**config.mk**
```make
export PLATFORM = sky130hd
export DESIGN_NAME = sli_status_led
export DESIGN_NICKNAME = d
export VERILOG_FILES = /design/src/sli_pkg.sv /design/src/sli_status_led.sv
export SDC_FILE = /design/constraint.sdc
export NUM_CORES = 1
export LEC_CHECK = 0
export ABC_AREA = 0
export BUFFER_PORTS_ARGS = -buffer_cell sky130_fd_sc_hd__buf_4
export CELL_PAD_IN_SITES_DETAIL_PLACEMENT = 0
export CELL_PAD_IN_SITES_GLOBAL_PLACEMENT = 2
export CORE_MARGIN = 5
export CORE_UTILIZATION = 37
export DETAILED_ROUTE_END_ITERATION = 16
export GPL_ROUTABILITY_DRIVEN = 1
export HOLD_SLACK_MARGIN = 0.08
export PLACE_DENSITY_LB_ADDON = 0.1
export SLEW_MARGIN = 15
export SYNTH_ARGS = -nofsm -noshare
export SYNTH_HDL_FRONTEND = slang
export SYNTH_SLANG_ARGS = --single-unit
```
**constraint.sdc**
```tcl
create_clock -name clk_sys -period 2.29 [get_ports clk_sys]
set_clock_uncertainty 0.2 [all_clocks]
set_input_delay 0.1145 -clock clk_sys [delete_from_list [all_inputs] [get_ports clk_sys]]
set_output_delay 0.1145 -clock clk_sys [all_outputs]
set_load 0.05 [all_outputs]
```
**src/sli_pkg.sv**
```systemverilog
// Constants for the front-panel status LED block.
// Assumes a 125 MHz system clock; times are held in milliseconds.
package sli_pkg;
  // ----------------------------------------
  // Timing
  // ----------------------------------------
  localparam int unsigned CLK_HZ = 125_000_000;
  localparam int unsigned SLOW_PERIOD_MS = 2000;
  localparam int unsigned FAST_PERIOD_MS = 500;
  localparam longint unsigned SLOW_PERIOD_CYC = longint'(CLK_HZ) * SLOW_PERIOD_MS / 1000;
  localparam longint unsigned FAST_PERIOD_CYC = longint'(CLK_HZ) * FAST_PERIOD_MS / 1000;
  // A period must hold a lit and a dark half and fit the 32-bit counters
  localparam longint unsigned MIN_PERIOD_CYC = 64'h0000_0000_0000_0002;
  localparam longint unsigned MAX_PERIOD_CYC = 64'h0000_0000_ffff_ffff;
  // ----------------------------------------
  // Power LED option encoding
  // ----------------------------------------
  localparam logic OPT_STEADY = 1'h0;
  localparam logic OPT_HEARTBEAT = 1'h1;
  // ----------------------------------------
  // Counts and reset values
  // ----------------------------------------
  localparam int unsigned RELAY_GROUP_W = 5;
  localparam int unsigned INPUT_GROUP_W = 6;
  localparam int unsigned INPUT_SECOND_GROUP_W = 5;
  localparam logic LED_OFF = 1'h0;
  localparam logic LED_ON = 1'h1;
  localparam logic [31:0] CNT_ZERO = 32'h0000_0000;
  localparam logic [31:0] CNT_ONE = 32'h0000_0001;
endpackage

```
**src/sli_status_led.sv**
```systemverilog
// Front-panel status LED driver: power, relay, input and network LEDs.
// Assumes a single clk_sys; terminal and network states arrive from pins.
//
// What this block does
// - Steady option, no locate: power LED lit continuously.
// - Heartbeat option, no locate: power LED blinks once per two seconds.
// - Locate active: power LED blinks once per half second, overriding options.
// - Steady and heartbeat are exclusive; one option bit selects exactly one.
// - Each relay LED follows its contact: lit closed, off open.
// - Each input LED follows raw terminal state: lit shorted, off open.
// - Link LED lit while communication is enabled and a correct network connection is detected.
// - Communication enabled without link: link LED off, activity LED lit.
// - Communication disabled: link and activity LEDs both off.
// - Activity LED lit while communication active, off when disabled.
`timescale 1ns/1ns
`default_nettype none
module sli_status_led #(
  parameter longint unsigned SLOW_CYC = sli_pkg::SLOW_PERIOD_CYC,
  parameter longint unsigned FAST_CYC = sli_pkg::FAST_PERIOD_CYC,
  parameter int unsigned RELAY_W = sli_pkg::RELAY_GROUP_W,
  parameter int unsigned INPUT_W = sli_pkg::INPUT_GROUP_W,
  parameter int unsigned INPUT2_W = sli_pkg::INPUT_SECOND_GROUP_W
) (
  input wire logic clk_sys,
  input wire logic srst,
  input wire logic power_led_option,
  input wire logic locate_cmd,
  input wire logic [RELAY_W-1:0] relay_outputs_first_group,
  input wire logic [RELAY_W-1:0] relay_outputs_second_group,
  input wire logic [INPUT_W-1:0] digital_inputs_first_group,
  input wire logic [INPUT2_W-1:0] digital_inputs_second_group,
  input wire logic net_link_ok,
  input wire logic net_comm_enabled,
  output logic power_led,
  output logic [RELAY_W-1:0] relay_led_first,
  output logic [RELAY_W-1:0] relay_led_second,
  output logic [INPUT_W-1:0] input_led_first,
  output logic [INPUT2_W-1:0] input_led_second,
  output logic link_led,
  output logic activity_led
);
  localparam int unsigned NSYNC = 2 * RELAY_W + INPUT_W + INPUT2_W + 4;

  // Refuse parameter sets that the 32-bit counters and the slices cannot serve
  if (SLOW_CYC < sli_pkg::MIN_PERIOD_CYC || FAST_CYC < sli_pkg::MIN_PERIOD_CYC ||
      SLOW_CYC > sli_pkg::MAX_PERIOD_CYC || FAST_CYC > SLOW_CYC) begin : g_bad_period
    $error("sli_status_led: blink periods out of range");
  end
  if (RELAY_W < 1 || INPUT_W < 1 || INPUT2_W < 1) begin : g_bad_width
    $error("sli_status_led: group widths must be positive");
  end

  // ----------------------------------------
  // Input synchronisers
  // ----------------------------------------
  // All inputs come from pins or another domain, so each passes two flops.
  // Flushed on reset so that no stale level reaches an LED after release.
  logic [NSYNC-1:0] sync_a;
  logic [NSYNC-1:0] sync_b;
  wire [NSYNC-1:0] raw_in = {power_led_option, locate_cmd, net_link_ok, net_comm_enabled,
                             relay_outputs_first_group, relay_outputs_second_group,
                             digital_inputs_first_group, digital_inputs_second_group};

  always_ff @(posedge clk_sys) begin
    if (srst) begin
      sync_a <= '0;
      sync_b <= '0;
    end else begin
      sync_a <= raw_in;
      sync_b <= sync_a;
    end
  end

  wire opt_s = sync_b[NSYNC-1];
  wire locate_s = sync_b[NSYNC-2];
  wire link_s = sync_b[NSYNC-3];
  wire comm_s = sync_b[NSYNC-4];
  wire [RELAY_W-1:0] relay1_s = sync_b[INPUT_W+INPUT2_W+2*RELAY_W-1 -: RELAY_W];
  wire [RELAY_W-1:0] relay2_s = sync_b[INPUT_W+INPUT2_W+RELAY_W-1 -: RELAY_W];
  wire [INPUT_W-1:0] in1_s = sync_b[INPUT_W+INPUT2_W-1 -: INPUT_W];
  wire [INPUT2_W-1:0] in2_s = sync_b[INPUT2_W-1:0];

  // ----------------------------------------
  // Blink counters
  // ----------------------------------------
  // Free running; the phase is not restarted on mode change, so the first
  // flash after a switch may be shortened. Simpler and invisible to a user.
  localparam logic [31:0] SLOW_LAST = 32'(SLOW_CYC - 1);
  localparam logic [31:0] FAST_LAST = 32'(FAST_CYC - 1);
  localparam logic [31:0] SLOW_HALF = 32'(SLOW_CYC / 2);
  localparam logic [31:0] FAST_HALF = 32'(FAST_CYC / 2);

  logic [31:0] slow_cnt;
  logic [31:0] fast_cnt;
  wire [31:0] next_slow_cnt = (slow_cnt == SLOW_LAST) ? sli_pkg::CNT_ZERO
                                                      : slow_cnt + sli_pkg::CNT_ONE;
  wire [31:0] next_fast_cnt = (fast_cnt == FAST_LAST) ? sli_pkg::CNT_ZERO
                                                      : fast_cnt + sli_pkg::CNT_ONE;

  always_ff @(posedge clk_sys) begin
    if (srst) begin
      slow_cnt <= sli_pkg::CNT_ZERO;
      fast_cnt <= sli_pkg::CNT_ZERO;
    end else begin
      slow_cnt <= next_slow_cnt;
      fast_cnt <= next_fast_cnt;
    end
  end

  // Lit during the first half of each period
  wire slow_phase = (slow_cnt < SLOW_HALF);
  wire fast_phase = (fast_cnt < FAST_HALF);

  // ----------------------------------------
  // Power LED selection
  // ----------------------------------------
  // One option bit, so the two options can never both be in force.
  wire opt_value = (opt_s == sli_pkg::OPT_HEARTBEAT) ? slow_phase
                                                     : sli_pkg::LED_ON;
  wire next_power_led = locate_s ? fast_phase : opt_value;

  // ----------------------------------------
  // Network LEDs
  // ----------------------------------------
  wire next_link_led = comm_s & link_s;
  wire next_activity_led = comm_s;

  // ----------------------------------------
  // Output registers
  // ----------------------------------------
  always_ff @(posedge clk_sys) begin
    if (srst) begin
      power_led <= sli_pkg::LED_OFF;
      relay_led_first <= '0;
      relay_led_second <= '0;
      input_led_first <= '0;
      input_led_second <= '0;
      link_led <= sli_pkg::LED_OFF;
      activity_led <= sli_pkg::LED_OFF;
    end else begin
      power_led <= next_power_led;
      relay_led_first <= relay1_s;
      relay_led_second <= relay2_s;
      input_led_first <= in1_s;
      input_led_second <= in2_s;
      link_led <= next_link_led;
      activity_led <= next_activity_led;
    end
  end

  // ----------------------------------------
  // Assertions
  // ----------------------------------------
  logic past_ok;
  always_ff @(posedge clk_sys) begin
    if (srst) past_ok <= 1'h0;
    else past_ok <= 1'h1;
  end

  a_steady_lit: assert property (@(posedge clk_sys) disable iff (srst)
    past_ok && !locate_s && opt_s == sli_pkg::OPT_STEADY |=> power_led)
    else $error("power LED not steady in steady option");

  a_heartbeat_blink: assert property (@(posedge clk_sys) disable iff (srst)
    past_ok && !locate_s && opt_s && slow_cnt == SLOW_HALF |=> !power_led)
    else $error("heartbeat LED not off in second half");

  a_heartbeat_on: assert property (@(posedge clk_sys) disable iff (srst)
    past_ok && !locate_s && opt_s && slow_cnt == sli_pkg::CNT_ZERO |=> power_led)
    else $error("heartbeat LED not on at period start");

  a_locate_fast: assert property (@(posedge clk_sys) disable iff (srst)
    past_ok && locate_s |=> power_led == $past(fast_phase))
    else $error("locate blink does not follow fast phase");

  a_option_excl: assert property (@(posedge clk_sys) disable iff (srst)
    past_ok && !locate_s && opt_s && !slow_phase |=> !power_led)
    else $error("steady lamp shown while heartbeat selected");

  a_relay_follow: assert property (@(posedge clk_sys) disable iff (srst)
    past_ok |=> relay_led_first == $past(relay1_s) && relay_led_second == $past(relay2_s))
    else $error("relay LED does not follow contact");

  a_input_follow: assert property (@(posedge clk_sys) disable iff (srst)
    past_ok |=> input_led_first == $past(in1_s) && input_led_second == $past(in2_s))
    else $error("input LED does not follow terminals");

  a_link_lit: assert property (@(posedge clk_sys) disable iff (srst)
    past_ok && comm_s && link_s |=> link_led && activity_led)
    else $error("link LED off with good connection");

  a_nolink_act: assert property (@(posedge clk_sys) disable iff (srst)
    past_ok && comm_s && !link_s |=> !link_led && activity_led)
    else $error("bad link indication wrong");

  a_comm_off: assert property (@(posedge clk_sys) disable iff (srst)
    past_ok && !comm_s |=> !link_led && !activity_led)
    else $error("network LEDs lit with communication off");

  a_slow_wrap: assert property (@(posedge clk_sys) disable iff (srst)
    slow_cnt == SLOW_LAST |=> slow_cnt == sli_pkg::CNT_ZERO)
    else $error("slow counter period wrong");

  a_fast_wrap: assert property (@(posedge clk_sys) disable iff (srst)
    fast_cnt == FAST_LAST |=> fast_cnt == sli_pkg::CNT_ZERO)
    else $error("fast counter period wrong");

  a_slow_step: assert property (@(posedge clk_sys) disable iff (srst)
    slow_cnt != SLOW_LAST |=> slow_cnt == $past(slow_cnt) + sli_pkg::CNT_ONE)
    else $error("slow counter skipped a count");

  a_fast_step: assert property (@(posedge clk_sys) disable iff (srst)
    fast_cnt != FAST_LAST |=> fast_cnt == $past(fast_cnt) + sli_pkg::CNT_ONE)
    else $error("fast counter skipped a count");

  a_locate_dark: assert property (@(posedge clk_sys) disable iff (srst)
    past_ok && locate_s && fast_cnt == FAST_HALF |=> !power_led)
    else $error("locate LED not off in second half");

  a_locate_lit: assert property (@(posedge clk_sys) disable iff (srst)
    past_ok && locate_s && fast_cnt == sli_pkg::CNT_ZERO |=> power_led)
    else $error("locate LED not on at period start");
endmodule
`default_nettype wire

```
==> Word level (Yosys, flattened, before mapping) <==
Cells that the tools add are included.
Widths: inputs -> output; s select.
{ "classes": {"add_sub_neg": 2, "order_cmp": 2, "n_reduce_logical": 2, "n_bitwise": 1, "n_mux": 2, "n_eq_ne": 2} }
{ "op_table": {"columns": ["op", "n"], "rows": [
  ["$add 32x1->32 const B", 2],
  ["$eq 32x26->1 const B", 1],
  ["$eq 32x28->1 const B", 1],
  ["$lt 32x25->1 const B", 1],
  ["$lt 32x27->1 const B", 1],
  ["$reduce_or 2->1", 2],
  ["$mux 1", 2],
  ["$and 1x1->1", 1]
]} }
{ "totals": {"output_inout_bits": 24, "elab_cells": 22, "register_bits": 138, "inputBits": 27} }

==> Depth between registers and ports, before layout <==
Gate-level depths: netlist of the first run.
{ "logic_depth": {"depth_word": 3, "depth_mapped": 7, "mapped_depth_nobuf": 6} }

==> Worst setup path after synthesis of the first run <==
OpenSTA, ideal clock, no wires.
{ "synth_timing": {"path_kind": "reg2reg", "start": "register slow_cnt[2]", "end": "register slow_cnt[31]", "arrival_time_ns": 1.624, "path_slack_ns": 0.341, "synth_period_minus_slack_ns": 1.949, "path_stages_with_launch": 7, "required_ns": 1.964, "cell_sequence": "dfxtp_1 > nand4_2 > or4_4 > buf_6 > nor4_4 > xnor2_1 > nor2_2"} }
{ "synth_via": {"elab_chain_cells": 2, "elab_cells_between_ends": 3} }
{ "synth_lines": {"columns": ["item", "line_no", "source"], "rows": [
  ["from (decl)", "sli_status_led.sv:93", "logic [31:0] slow_cnt;"],
  ["from (signal assigned)", "sli_status_led.sv:102", "slow_cnt <= sli_pkg::CNT_ZERO;"],
  ["from (signal assigned)", "sli_status_led.sv:105", "slow_cnt <= next_slow_cnt;"],
  ["branches (longest 2 deep; another with $add 32x1->32)", null, null]
]} }
Parallel ways; which one is timed is not known.
A chain may end at the register's enable or synchronous reset.

==> Final worst setup path of the first run <==
{ "layout_timing": {"start": "register fast_cnt[5]", "end": "register fast_cnt[30]"} }
{ "layout_via": {"elab_chain_cells": 2, "elab_cells_between_ends": 3} }
{ "layout_lines": {"columns": ["item", "line_no", "source"], "rows": [
  ["from (decl)", "sli_status_led.sv:94", "logic [31:0] fast_cnt;"],
  ["from (signal assigned)", "sli_status_led.sv:103", "fast_cnt <= sli_pkg::CNT_ZERO;"],
  ["from (signal assigned)", "sli_status_led.sv:106", "fast_cnt <= next_fast_cnt;"],
  ["branches (longest 2 deep; another with $add 32x1->32)", null, null]
]} }
Parallel ways; which one is timed is not known.

==> results.ini, run 1 <==
[grt]
grt_pass1_vias = 3702
grt_max_degree = 44
grt_overflow = 0
use_met1 = 0.188
met3_usage = 0.0521
grt_pass1_wl_um = 18200
use_met2 = 0.207
grt_usage = 0.140
antenna_found_initial = 0
busiest_layer = met2

[pwr]
power_frac_seq = 0.453
clockPowerShare = 0.502
powerDensity_nw_per_um2 = 819
p_switching_mw = 1.23
p_comb_frac = 0.044
switching_share = 0.224
internal-power_mw = 4.25
max-vdd-ir-drop_mv = 0.539
p_leak_nw = 2.59

[final_layout]
final_nets = 651
final_common_cell = dfxtp_1
layout-drive-gt1-share = 0.170
final_cell_mix = dfxtp_1, nor2b_1, nor2_1
antenna_cells = 0
areaGrowthSynthToFinish_pct = 30.6

[logic_synthesis]
synth_flop_cell = dfxtp_1
yosysWarningCount = 0
synth.avg_cell_area_um2 = 9.72
ys_seq_elements = 138
seq_area_frac_synth = 0.539
syn_inst = 527
syn_nets = 556
syn_area_um2 = 5120
synth_edf_count = 0
synthDistinctLibCells = 43
async_flop_share = 0

[place]
place.gp.congestion = 0.757
dpl.hpwl_um = 6730
dp_slack_ns = 0.108
port_buffers = 50

[sta]
worst_slack_ns = 0.179
fmax_mhz = 474
slew_headroom = 0.713
hold_ws_ns = 0.231
worstMarginPinSlew_ns = 0.424
finalSetupTns_ns = 0
drv_slew = 0
period_needed_ns = 2.11
fin_crit_sh = 0.922
rsz0062_at_grt = true
hold_viol = 0
setup_viol = 0

[worst_setup_path]
worst-r2r-setup-slack_ns = 0.18
setup.worst_path.start_class = register
r2r-end = fast_cnt[30]$_SDFF_PP0_
path_cells = and4_1, nand4_1, nor3_2, and4_1, nor4_1
cp-end-kind = register
path_class = register to register
r2r_cells = 5
required_ns = 2.38
worstReg2RegStart = fast_cnt[5]$_SDFF_PP0_
crit_top_cell = and4_1
worstPathArrival_ns = 2.20
slowest_delay_ns = 0.45
path_max_fanout = 8
slowest_stage = dfxtp_1

[outcome]
outcome = complete, no violations

[min_path]
holdPathStages = 1
hold_start = sync_a[0]$_SDFF_PP0_
hold_class = register to register
min_to = sync_b[0]$_SDFF_PP0_

[die]
core_um2 = 13700
die_w_um = 128
io_pins = 51
die-area_um2 = 16300
row_count = 43
initial_core_util = 0.373
dieHeight_um = 128

[route]
dr.pass1.iters = 4
viasPerCell = 4.59
drc = 0
dr.first_iter.drc_count = 144
wl_per_cell_um = 12.7
vias = 3743
ant_nets = 0
wl_um = 10300

[run]
drv_cap = 0

[clock_tree]
cts_buffers = 17
clk_pin_slew_ns = 0.06
clockBufferDepth = 2
clk_latency_ns = 0.42
post_cts_buffers = 0
cts_tree = done
cts.htree.levels = 4
cts_root_buf = clkbuf_16
clock_sinks = 138

-- critical path: cells and delay by family, from the launching register on --
family	cells	cell delay, ns
DFF	1	0.45
and+or+nand+nor	5	1.34
-- final cells by class --
class	count	area (µm²)
clock buffer	19	443
clock inverter	13	158
sequential	138	2760
inverter	6	22.5
fill	1312	7030
multi-input combinational	360	2230
tap	180	225
timing repair buffer	99	848
-- cell usage after synthesis (all sizes together) (6+ instances only) --
cell type / number / area, µm²
dfxtp: 138 / 2760
nor2: 76 / 293
nor2b: 73 / 457
xnor2: 29 / 254
xor2: 28 / 245
nand2: 24 / 90.1
nand3: 23 / 115
nand4: 23 / 150
clkbuf: 14 / 52.6
and3: 13 / 83.8
nor4: 13 / 96.3
and4: 11 / 97.6
nor3: 11 / 65.1
buf: 9 / 63.8
and2: 6 / 37.5
inv: 6 / 22.5
-- sequential cells by signal, indices dropped and copies added, names as in the netlist, 5 cells and up --
register          count
fast_cnt             32
input_led_first       6
input_led_second      5
relay_led_first       5
relay_led_second      5
slow_cnt             32
sync_a               25
sync_b               25
-- power by group through the flow --
stage | Sequential (mW) | Clock [mW] | Combinational, mW
6_report | 2.48 | 2.75 | 0.244
5_1_grt | 2.49 | 2.96 | 0.272
4_1_cts | 2.48 | 2.83 | 0.248
3_5_place_dp | 2.54 | 0 | 0.199
3_3_place_gp | 2.54 | 0 | 0.198
2_1_floorplan | 2.57 | 0 | 0.0828
-- metrics by stage --
stage	utilization	power [mW]	instances	area (µm²)
floorplan	-	2.65	527	5120
global route	0.488	5.72	815	6690
CTS	0.487	5.57	815	6680
global placement	0.416	2.73	746	5710
detailed placement	0.416	2.74	746	5710
finish	0.488	5.48	815	6690
-- layer usage --
layer / share of wire / up-vias / wire length, µm
met2: 0.44 / 71 / 4530
met5: 0 / - / 0
met3: 0.047 / 9 / 491
met1: 0.50 / 1704 / 5220
li1: - / 1959 / -
met4: 0.010 / 0 / 104
-- timing repair --
item	4_1_cts	5_1_grt
gates resized for setup	0	2
endpoints found under the hold margin	53	0
setup endpoints to repair	0	3
hold buffers	37	0
-- cells by family after synthesis --
kind of cell	Yosys count	share of synthesized area
compound gates	19	0.0259
flops	138	0.539
simple gates	282	0.305
xor+xnor	57	0.0975
buf+inv	29	0.0271
fa+ha+maj	2	0.00488
-- worst max path at each step --
stage	start	endpoint	depth (start not counted)	slack, ns
6_report	fast_cnt[5]$_SDFF_PP0_	fast_cnt[30]$_SDFF_PP0_	5	0.18
5_1_grt	fast_cnt[5]$_SDFF_PP0_	fast_cnt[30]$_SDFF_PP0_	5	-0.03
2_1_floorplan	slow_cnt[2]$_SDFF_PP0_	slow_cnt[31]$_SDFF_PP0_	6	0.34
4_1_cts	fast_cnt[5]$_SDFF_PP0_	fast_cnt[30]$_SDFF_PP0_	5	0.1
3_3_place_gp	fast_cnt[5]$_SDFF_PP0_	fast_cnt[30]$_SDFF_PP0_	5	0.15
3_5_place_dp	fast_cnt[5]$_SDFF_PP0_	fast_cnt[30]$_SDFF_PP0_	5	0.11
(Power assumes the default switching activity.)
==> run 2: changes to the inputs <==
--- a/config.mk
+++ b/config.mk
@@ -15,6 +15,7 @@
 export GPL_ROUTABILITY_DRIVEN = 1
 export HOLD_SLACK_MARGIN = 0.08
 export PLACE_DENSITY_LB_ADDON = 0.1
+export SETUP_SLACK_MARGIN = 0.5
 export SLEW_MARGIN = 15
 export SYNTH_ARGS = -nofsm -noshare
 export SYNTH_HDL_FRONTEND = slang
==> run 2 against run 1 <==
Clock power grew 2%; die area unchanged; non-clock buffer count increased by 31; hold slack lost 0.00065 ns; critical path depth is 1 higher; sequential share of layout area decreased by 3.4 points; register-to-register slack better by 0.22 ns; final cell count grew 3.8%; fmax grew 12%; first-iteration DRC count is 83% higher; wire length up 15%; critical endpoint is now slow_cnt[27]$_SDFF_PP0_.
==> results.ini, run 2 (synthesis results as in run 1) <==
[outcome]
outcome = complete, no violations

[pwr]
p_leak_nw = 3.00  ; +16%
max-vdd-ir-drop_mv = 0.469  ; -13%
powerDensity_nw_per_um2 = 736  ; -10%
p_total_mw = 5.55  ; +1.3%

[worst_setup_path]
critPathLaunch = slow_cnt[7]$_SDFF_PP0_
cp-end-kind = register
worstPathArrival_ns = 2.00  ; -0.20 ns
path_max_fanout = 6  ; -2
worstReg2RegStart = slow_cnt[7]$_SDFF_PP0_
path_class = register to register
worst-r2r-setup-slack_ns = 0.40  ; +0.22 ns
slowest_stage = or4_4
path_cells = nand4_1, buf_4, or4_4, nor3_4, xnor2_1, nor2_1
slowest_delay_ns = 0.47  ; +0.02 ns
setup.worst_path.start_class = register
required_ns = 2.40  ; +0.02 ns

[grt]
grt_pass1_vias = 3952  ; +6.8%
antenna_found_initial = 0  ; unchanged
grt_overflow = 0  ; unchanged
grt_max_degree = 43  ; -2.3%
grt_usage = 0.145  ; +0.00547
grt_pass1_wl_um = 18900  ; +3.9%

[sta]
setup_viol = 0  ; unchanged
drv_slew = 0  ; unchanged
fin_crit_sh = 0.826  ; -0.0958
hold_ws_ns = 0.230  ; -0.000649 ns
finalSetupTns_ns = 0  ; unchanged
worst_slack_ns = 0.399  ; +0.219 ns
period_needed_ns = 1.89  ; -0.219 ns
hold_viol = 0  ; unchanged
worstMarginPinSlew_ns = 0.480  ; +0.0558 ns
rsz0062_at_grt = true
fmax_mhz = 529  ; +12%
slew_headroom = 0.680  ; -0.0332

[run]
drv_cap = 0  ; unchanged

[place]
dpl.hpwl_um = 6840  ; +1.5%
place_inst = 747  ; +0.13%
place.gp.congestion = 0.796  ; +5.2%
port_buffers = 50  ; unchanged
dp_slack_ns = 0.204  ; +0.0969 ns
placed_cell_area_um2 = 5760  ; +0.88%

[clock_tree]
cts_tree = done
clock_sinks = 138  ; unchanged
cts_root_buf = clkbuf_16
clk_pin_slew_ns = 0.06  ; about the same
cts.htree.levels = 4  ; unchanged
clk_latency_ns = 0.41  ; about the same
clockBufferDepth = 2  ; unchanged
cts_buffers = 17  ; unchanged

[final_layout]
final_common_cell = dfxtp_1
fill_cells = 1244  ; -5.2%
antenna_cells = 0  ; unchanged
final_cell_mix = dfxtp_1, buf_4, nor2b_1
regArea_um2 = 2860  ; +3.4%
areaGrowthSynthToFinish_pct = 47.2
fin_util = 0.550  ; +0.0620
layout-drive-gt1-share = 0.356  ; +0.186
final_area_um2 = 7540  ; +13%
final_nets = 683  ; +4.9%
final_cells = 846  ; +3.8%
multi_input_area_um2 = 2700  ; +21%
top_regs = fast_cnt x32, slow_cnt x32

[die]
dieHeight_um = 128  ; unchanged
row_count = 43  ; unchanged
initial_core_util = 0.373  ; unchanged
die-area_um2 = 16300  ; unchanged
die_w_um = 128  ; unchanged
io_pins = 51  ; unchanged
core_um2 = 13700  ; unchanged

[min_path]
hold_class = register to register
hold_start = sync_a[10]$_SDFF_PP0_

[route]
viasPerCell = 4.82  ; +4.9%
wl_per_cell_um = 14.1  ; +11%
vias = 4077  ; +8.9%
drc = 0  ; unchanged
dr.pass1.iters = 4  ; unchanged
ant_nets = 0  ; unchanged
wl_um = 11900  ; +15%
dr.first_iter.drc_count = 264  ; +83%

## run 2: repair_timing
item                                    in CTS  in global routing
resized for setup                           60                107
endpoints found under the hold margin       49                  0
pin swaps                                   21                 39
buffers inserted                            10                 12
cloned                                       3                  2
endpoints found under the setup margin      60                 64
hold buffers                                41                  0
## run 2: layout make-up
type,count,share of cell area
Clock buffer,19,0.0587
Clock inverter,12,0.0216
Inverter,6,0.00299
Multi-Input combinational cell,361,0.357
Sequential cell,138,0.379
Tap cell,180,0.0299
Timing Repair Buffer,130,0.151
## run 2: critical path, delay by kind of cell (launching register included)
kind,cells,cell delay (ns)
xor+xnor,1,0.13
buf+inv,1,0.19
flops,1,0.39
simple gates,4,0.88
## run 2: worst paths after layout
check / cells past startpoint / endpoint
hold / removal: 1 / sync_b[10]$_SDFF_PP0_
setup / recovery: 6 / slow_cnt[27]$_SDFF_PP0_
setup reg to reg: 6 / slow_cnt[27]$_SDFF_PP0_
hold reg to reg: 1 / sync_b[10]$_SDFF_PP0_
## run 2: layer usage
layer	vias to the layer above	global-route usage	wire length, µm
met1	1943	0.170	5140
met2	81	0.247	6010
met4	0	0.0724	359
met3	27	0.0379	382
met5	-	0	0
li1	2026	-	-
## run 2: power by group
group,total [mW],switching [mW],internal (mW)
sequential,2.47,0.0234,2.44
clock,2.80,1.05,1.75
combinational,0.284,0.133,0.152
